**config.mk**
```make
export PLATFORM = sky130hd
export DESIGN_NAME = gxr_encoder
export DESIGN_NICKNAME = d
export VERILOG_FILES = /design/src/verilog/gxr_encoder.v /design/src/verilog/gxr_prio.v
export VERILOG_INCLUDE_DIRS = /design/src /design/src/shared
export SDC_FILE = /design/constraint.sdc
export NUM_CORES = 1
export LEC_CHECK = 0
export BUFFER_PORTS_ARGS = -buffer_cell sky130_fd_sc_hd__buf_2
export CORE_AREA = 3 3 133 135
export CTS_CLUSTER_SIZE = 14
export DETAILED_ROUTE_END_ITERATION = 7
export DIE_AREA = 0 0 136 138
export PLACE_DENSITY = 0.66
export SETUP_SLACK_MARGIN = 0.15
export SYNTH_ARGS = -nofsm -noshare
export SYNTH_HDL_FRONTEND = slang
export SYNTH_SLANG_ARGS = --single-unit
export TNS_END_PERCENT = 30
```
**constraint.sdc**
```tcl
create_clock -name clk -period 1.8 [get_ports clk]
set_input_delay 0.18 -clock clk [delete_from_list [all_inputs] [get_ports clk]]
set_output_delay 0.18 -clock clk [all_outputs]
set_load 0.05 [all_outputs]
```
**src/shared/gxr_consts.vh**
```
// Exit codes, detail widths and cause indices for the guest exit encoder.
`ifndef GXR_CONSTS_VH
`define GXR_CONSTS_VH
`define GXR_CODE_W 64
`define GXR_DET_W 64
`define GXR_MAX_INTERCEPT 64'h000000000000008d
`define GXR_CODE_PORT_IO 64'h000000000000007b
`define GXR_CODE_MODEL_REG 64'h000000000000007c
`define GXR_CODE_FP_FREEZE 64'h000000000000007e
`define GXR_CODE_SHUTDOWN 64'h000000000000007f
`define GXR_CODE_MONITOR_WAIT_INSTR 64'h000000000000008b
`define GXR_CODE_MONITOR_WAIT_INSTR_ARMED 64'h000000000000008c
`define GXR_CODE_NPF 64'h0000000000000400
`define GXR_CODE_VIPI 64'h0000000000000401
`define GXR_CODE_NOACCEL 64'h0000000000000402
`define GXR_CODE_INVALID 64'hffffffffffffffff
`define GXR_ZERO_DET 64'h0000000000000000
`define GXR_ZERO_CODE 64'h0000000000000000
`define GXR_SEL_W 4
`define GXR_NCAUSE 10
`define GXR_C_INVALID 0
`define GXR_C_NPF 1
`define GXR_C_VIPI 2
`define GXR_C_NOACCEL 3
`define GXR_C_PORT_IO 4
`define GXR_C_MODEL_REG 5
`define GXR_C_FP_FREEZE 6
`define GXR_C_SHUTDOWN 7
`define GXR_C_MONITOR_WAIT_INSTR 8
`define GXR_C_INTERCEPT 9
`endif

```
**src/verilog/gxr_encoder.v**
```verilog
// Guest exit reason encoder: writes exit code and detail words on an exit.
// Notes on behaviour
// - Every exit that wins priority writes a reason code, except an intercept above 8Dh, which is refused.
// - An intercept exit code equals its intercept vector bit index.
// - A protected port access reports 7Bh with details in word one.
// - A protected model register access reports 7Ch.
// - A legacy floating-point freeze awaiting interrupt reports 7Eh.
// - Monitor-wait reports 8Ch when armed, otherwise 8Bh.
// - A nested page fault reports 400h with error code in word one.
// - A nested page fault puts the faulting guest address in word two.
// - An incomplete virtual interprocessor interrupt reports 401h.
// - An unaccelerated virtual controller access reports 402h.
// - Invalid guest state at a guest run reports all ones.
`timescale 1ns/1ps
`include "gxr_consts.vh"
module gxr_encoder #(
    parameter IVW = 8
) (
    // Clock and reset
    input wire clk,
    input wire rstn,
    // Exit causes, one-cycle pulses from core logic
    input wire invalid_guest_state_exit,
    input wire nested_page_fault_exit,
    input wire virtual_ipi_incomplete_exit,
    input wire unaccelerated_vapic_exit,
    input wire port_io_exit,
    input wire model_reg_access_exit,
    input wire fp_error_freeze_exit,
    input wire shutdown_exit,
    input wire monitor_wait_exit,
    input wire intercept_exit,
    // Cause qualifiers
    input wire monitor_armed,
    input wire fp_legacy_enable,
    input wire [IVW-1:0] intercept_bit,
    // Detail words supplied with the cause
    input wire [`GXR_DET_W-1:0] detail_one_in,
    input wire [`GXR_DET_W-1:0] detail_two_in,
    // Guest control block write
    output reg exit_valid,
    output reg [`GXR_CODE_W-1:0] exit_code,
    output reg [`GXR_DET_W-1:0] exit_detail_one,
    output reg [`GXR_DET_W-1:0] exit_detail_two,
    output reg exit_reject
);
    wire [`GXR_NCAUSE-1:0] raw;
    wire [`GXR_NCAUSE-1:0] req;
    wire [`GXR_SEL_W-1:0] sel;
    wire any;
    wire [`GXR_CODE_W-1:0] ivec_code;
    wire ivec_ok;
    reg next_valid;
    reg next_reject;
    reg [`GXR_CODE_W-1:0] next_code;
    reg [`GXR_DET_W-1:0] next_d1;
    reg [`GXR_DET_W-1:0] next_d2;
    genvar g;

    // Cause pulses in priority order, before any qualifier is applied.
    assign raw[`GXR_C_INVALID] = invalid_guest_state_exit;
    assign raw[`GXR_C_NPF] = nested_page_fault_exit;
    assign raw[`GXR_C_VIPI] = virtual_ipi_incomplete_exit;
    assign raw[`GXR_C_NOACCEL] = unaccelerated_vapic_exit;
    assign raw[`GXR_C_PORT_IO] = port_io_exit;
    assign raw[`GXR_C_MODEL_REG] = model_reg_access_exit;
    assign raw[`GXR_C_FP_FREEZE] = fp_error_freeze_exit;
    assign raw[`GXR_C_SHUTDOWN] = shutdown_exit;
    assign raw[`GXR_C_MONITOR_WAIT_INSTR] = monitor_wait_exit;
    assign raw[`GXR_C_INTERCEPT] = intercept_exit;

    // Only the freeze cause is gated by a qualifier: a freeze while legacy
    // floating-point handling is off is not an exit at all.
    generate
        for (g = 0; g < `GXR_NCAUSE; g = g + 1)
        begin : g_cause
            if (g == `GXR_C_FP_FREEZE)
            begin : g_gated
                assign req[g] = raw[g] & fp_legacy_enable;
            end
            else
            begin : g_plain
                assign req[g] = raw[g];
            end
        end
    endgenerate

    // Invalid state wins since no guest ran; lower index is higher priority.
    // Only one record can be written per cycle, so simultaneous causes are
    // resolved here and the losers are dropped rather than queued.
    gxr_prio #(
        .N(`GXR_NCAUSE),
        .IW(`GXR_SEL_W)
    ) u_prio (
        .req(req),
        .idx(sel),
        .any(any)
    );

    // The intercept code is the vector bit index itself, widened with zeros.
    assign ivec_code = {{(`GXR_CODE_W-IVW){1'h0}}, intercept_bit};
    assign ivec_ok = (ivec_code <= `GXR_MAX_INTERCEPT);

    always @*
    begin
        next_valid = 1'h0;
        next_reject = 1'h0;
        next_code = exit_code;
        // Causes without details write zeros, so no stale word is left.
        next_d1 = `GXR_ZERO_DET;
        next_d2 = `GXR_ZERO_DET;
        if (any)
        begin
            next_valid = 1'h1;
            case (sel)
            `GXR_C_INVALID:
            begin
                next_code = `GXR_CODE_INVALID;
            end
            `GXR_C_NPF:
            begin
                next_code = `GXR_CODE_NPF;
                next_d1 = detail_one_in;
                next_d2 = detail_two_in;
            end
            `GXR_C_VIPI:
            begin
                next_code = `GXR_CODE_VIPI;
                next_d1 = detail_one_in;
                next_d2 = detail_two_in;
            end
            `GXR_C_NOACCEL:
            begin
                next_code = `GXR_CODE_NOACCEL;
                next_d1 = detail_one_in;
                next_d2 = detail_two_in;
            end
            `GXR_C_PORT_IO:
            begin
                next_code = `GXR_CODE_PORT_IO;
                next_d1 = detail_one_in;
            end
            `GXR_C_MODEL_REG:
            begin
                next_code = `GXR_CODE_MODEL_REG;
            end
            `GXR_C_FP_FREEZE:
            begin
                next_code = `GXR_CODE_FP_FREEZE;
            end
            `GXR_C_SHUTDOWN:
            begin
                // Shutdown carries no detail words; both go out as zero.
                next_code = `GXR_CODE_SHUTDOWN;
            end
            `GXR_C_MONITOR_WAIT_INSTR:
            begin
                if (monitor_armed)
                    next_code = `GXR_CODE_MONITOR_WAIT_INSTR_ARMED;
                else
                    next_code = `GXR_CODE_MONITOR_WAIT_INSTR;
            end
            `GXR_C_INTERCEPT:
            begin
                // An out-of-range index would name an unassigned code.
                if (ivec_ok)
                    next_code = ivec_code;
                else
                begin
                    next_valid = 1'h0;
                    next_reject = 1'h1;
                end
            end
            default:
            begin
                next_valid = 1'h0;
                next_reject = 1'h1;
            end
            endcase
        end
    end

    // Record strobes are single-cycle pulses, rebuilt every clock.
    always @(posedge clk or negedge rstn)
    begin
        if (!rstn)
        begin
            exit_valid <= 1'h0;
            exit_reject <= 1'h0;
        end
        else
        begin
            exit_valid <= next_valid;
            exit_reject <= next_reject;
        end
    end

    // The code stands until the next record; a refused intercept leaves the
    // previous code in place so the host never sees an unassigned value.
    always @(posedge clk or negedge rstn)
    begin
        if (!rstn)
        begin
            exit_code <= `GXR_ZERO_CODE;
        end
        else if (next_valid)
        begin
            exit_code <= next_code;
        end
    end

    // Detail words load only with a record, so a host still reading the
    // previous record is not disturbed by cycles without an exit.
    always @(posedge clk or negedge rstn)
    begin
        if (!rstn)
        begin
            exit_detail_one <= `GXR_ZERO_DET;
            exit_detail_two <= `GXR_ZERO_DET;
        end
        else if (next_valid)
        begin
            exit_detail_one <= next_d1;
            exit_detail_two <= next_d2;
        end
    end
endmodule

```
**src/verilog/gxr_prio.v**
```verilog
// Fixed-priority picker returning the index of the lowest set request bit.
`timescale 1ns/1ps
module gxr_prio #(
    parameter N = 10,
    parameter IW = 4
) (
    // Requests
    input wire [N-1:0] req,
    // Result
    output reg [IW-1:0] idx,
    output reg any
);
    integer i;
    always @*
    begin
        idx = {IW{1'h0}};
        any = 1'h0;
        for (i = N - 1; i >= 0; i = i - 1)
        begin
            if (req[i])
            begin
                idx = i[IW-1:0];
                any = 1'h1;
            end
        end
    end
endmodule

```
After elaboration in Yosys (flattened, before gate mapping)
Cells that the tools add are included.

Word-level logic and storage cells: 56. Register bits: 194. Input port bits: 150.

Order comparisons: 1. Multiplexer cells: 33. Eq/ne operators: 10. Bitwise logic cells: 1. Reduce and logical (&&, ||, !) cells: 6.

Operators with widths (count): $pmux 64 s10 (1); $mux 64 (5); $mux 4 (10); $eq 4x3->1 const B (4); $mux 1 (14); $reduce_bool 10->1 (1); $reduce_or 9->1 (1); $eq 4x2->1 const B (2); $eq 4x4->1 const B (2); $le 8x8->1 const B (1); $eq 4x1->1 const B (1); $logic_not 4->1 (1); $pmux 1 s2 (2); $reduce_and 4->1 (1); $reduce_or 4->1 (1); $mux 3 (1); $reduce_or 3->1 (1); $ne 2x2->1 const B (1); $and 1x1->1 (1).

Depth between registers and ports, before layout
Word-level depth: 15. Depth in mapped cells: 7. Gate-level depth less buffers: 6.

Hierarchy
From an unflattened synthesis, not the netlist that was laid out.

Cells, all modules: 708. Area total of the unflattened synthesis: 6706.4 um^2.

By module, submodules not included: gxr_encoder (area each 6605.1 um^2, cells an instance 690, times used 1); gxr_prio (area each 101.3 um^2, cells an instance 18, times used 1).

Worst setup path after synthesis
No wires, ideal clock.

Path type: register to output. Start point: register, netlist name exit_code[62]. End point: output exit_code[11]. Required time: 1.620 ns. Arrival: 1.798 ns. Stages on the path, launching flop included: 2. Slack: -0.178 ns. Path through: dfrtp_1 buf_4.

RTL lines: end: declaration (line gxr_encoder.v:42) `` output reg [`GXR_CODE_W-1:0] exit_code, ``.

==> impl_results.md <==
- Outcome: completed
- CTS H-tree depth: 4
- Clock transition at path regs: 0.06 ns
- Vias in the first global route: 5657
- WL/cell: 17.08 µm
- Final net count: 1026
- Pint: 5999 µW
- Comb pwr share: 0.234
- TritonRoute pass-1 iters: 4
- WL final: 18940 µm
- DRC Markers: 0
- Final setup viols: 0
- Unrepaired setup endpoints after global routing: yes
- Share of cells above drive strength 1: 0.4859
- GRT Residual Overflow: 0
- Area growth syn-to-layout: 64.69%
- Final Hold Viols: 0
- Slew headroom: 0.6448
- Clk_lat worst skew: 0.41 ns
- Leakage power: 0.005030 µW
- Die Wd: 136 µm
- Num CTS Buffers: 17
- Mapped Area: 5725 µm²
- Post-synth top flop: dfrtp_1
- Clock buffer depth: 2
- Largest net degree at the start of global routing: 65
- Seq/Total Area, Yosys: 0.6119
- Dpl hpwl: 12510 µm
- Crit start category: flop
- Vias: 5335
- Die Y: 138 µm
- Antenna diodes: 0
- Most frequent cells in the layout: buf_2, dfrtp_1, a22o_1, dlygate4sd3_1, buf_4
- Iteration-0 DRC Markers: 234
- Sw Share: 0.3244
- Post-synthesis cell type count: 39
- Switching pwr: 2880 µW
- Most common cell after layout, fill and taps aside: buf_2
- # port buffers: 343
- Crit-path max FO: 40
- Row cnt: 47
- Post-layout min period: 1.579 ns
- Antenna viol nets, final: 0
- Fmax achieved: 633.2 MHz
- Syn avg cell area: 13.35 µm²
- Vias per cell: 4.811
- Initial antenna violation count: 0
- Critical Path RT: 1.62 ns
- CORE AREA: 16580 µm²
- Max cap viols: 0
- Power after layout: 8879 µW
- GRT Util Overall: 0.2010
- First-pass GRT wire length: 30040 µm
- Path type of the worst setup path: reg2out
- Worst-Margin Slew: 0.5328 ns
- Crit. End Element: output port
- Die ar.: 18770 µm²
- Cells after synthesis: 429
- Root Driver: clkbuf_16
- Synth warn: 0
- CP arrival: 1.40 ns
- Setup Buffers After CTS: 0
- Worst VDD drop: 0.6042 mV
- Asr flop ratio synth: 1.000
- I/O pin count: 344
- FF+latch count, synth: 140
- HP Class: in2reg
- Clock sinks: 140
- Period utilization: 0.8774
- Post-synth EDFFs: 0
- Max Slew Vio Count: 0
- Final GP Congestion: 0.8004
- Initial Utilization: 0.3453
- Setup Skew: 0 ns
- Clock power share: 0.377
- Setup TNS: 0 ns
- Sequential Power Share: 0.389
- Syn Nets: 579
- TritonCTS clock tree: built
- Pwr Density: 941.7 nW/µm²
-- path summary, 6_finish.rpt --
check,from,end,slack (ns),depth (start not counted)
setup / recovery,exit_code[62],exit_code[26],0.22,2
hold reg to reg,exit_code[10],exit_code[10],0.48,1
min in group asynchronous,rstn,exit_detail_two[56],0.31,2
max in group asynchronous,rstn,exit_detail_one[59],0.90,3
setup reg to reg,exit_code[62],exit_code[62],0.85,2
hold / removal,detail_one_in[1],exit_detail_one[1],0.02,2
-- cell families (layout without fill, tap and decap cells) --
kind of cell    Yosys count  count (layout)  share of synthesized area
compound gates          169             169                     0.2524
mux                       5               5                   0.009615
simple gates             26              26                    0.02338
flops                   140             140                     0.6119
buf+inv                  89             549                     0.1027
-- what timing repair did --
item                                    4_1_cts  5_1_grt
hold buffers                                126        0
endpoints found under the hold margin       174        0
endpoints found under the setup margin        0      150
resized for setup                             0        2
-- worst max-delay path: stages (launching register included) --
cell and delay (ns):
dfrtp_2 0.49, buf_12 0.20, buf_2 0.29
-- sequential cells by signal (all words and copies together) (netlist names) --
| register | count |
|---|---|
| exit_reject | 1 |
| exit_valid | 1 |
| exit_detail_one | 64 |
| exit_detail_two | 64 |
| exit_code | 10 |
-- metal layers --
metal,up-vias,share of wire,global-route usage
met3,37,0.078,0.05669
met2,264,0.51,0.3442
li1,2463,-,-
met4,0,0.027,0.07798
met5,-,0,0
met1,2571,0.39,0.2378
-- power groups by stage --
stage	combinational, µW	clock [µW]	sequential (µW)
final	2080	3350	3460
after global routing	2180	3580	3480
after CTS	2070	3430	3450
after detailed placement	1860	0	3500
after global placement	1840	0	3500
after floorplan	596	0	4180
-- synthesized netlist by cell type, types with 2 or more instances --
cell / instances / area share
a211oi_1: 8 / 0.010
a22o_1: 128 / 0.20
o21ai_0: 4 / 0.0035
nor2_1: 6 / 0.0039
or2_2: 3 / 0.0033
nand2_1: 8 / 0.0052
mux2_2: 2 / 0.0039
a21oi_1: 7 / 0.0061
clkbuf_1: 15 / 0.0098
inv_1: 3 / 0.0020
a21o_1: 3 / 0.0039
mux2_1: 2 / 0.0039
a31oi_1: 7 / 0.0076
dfrtp_1: 140 / 0.61
buf_4: 67 / 0.088
nand2b_1: 2 / 0.0022
buf_2: 2 / 0.0017
-- through the flow --
step	worst slack [ns]	area, µm²	instances	hold slack, ns	util
floorplan	-0.01533	5727	429	-0.1156	-
CTS	0.1900	9425	1109	0.001353	0.5684
detailed placement	-0.1447	7596	951	0.1843	0.4581
global placement	-0.1125	7596	951	0.1798	0.4581
finish	0.2207	9429	1109	0.02349	0.5686
global route	0.1172	9429	1109	0.01553	0.5686
-- layout make-up --
type / instances / area (µm²)
clock buffers: 19 / 452.9
clock inverters: 13 / 115.1
fillers: 1340 / 7154
inverters: 4 / 15.01
multi-input cells: 200 / 1637
flip-flops and latches: 140 / 3505
well taps: 220 / 275.3
repair buffers: 513 / 3430
Note: power is estimated with default switching activity, not from simulation.
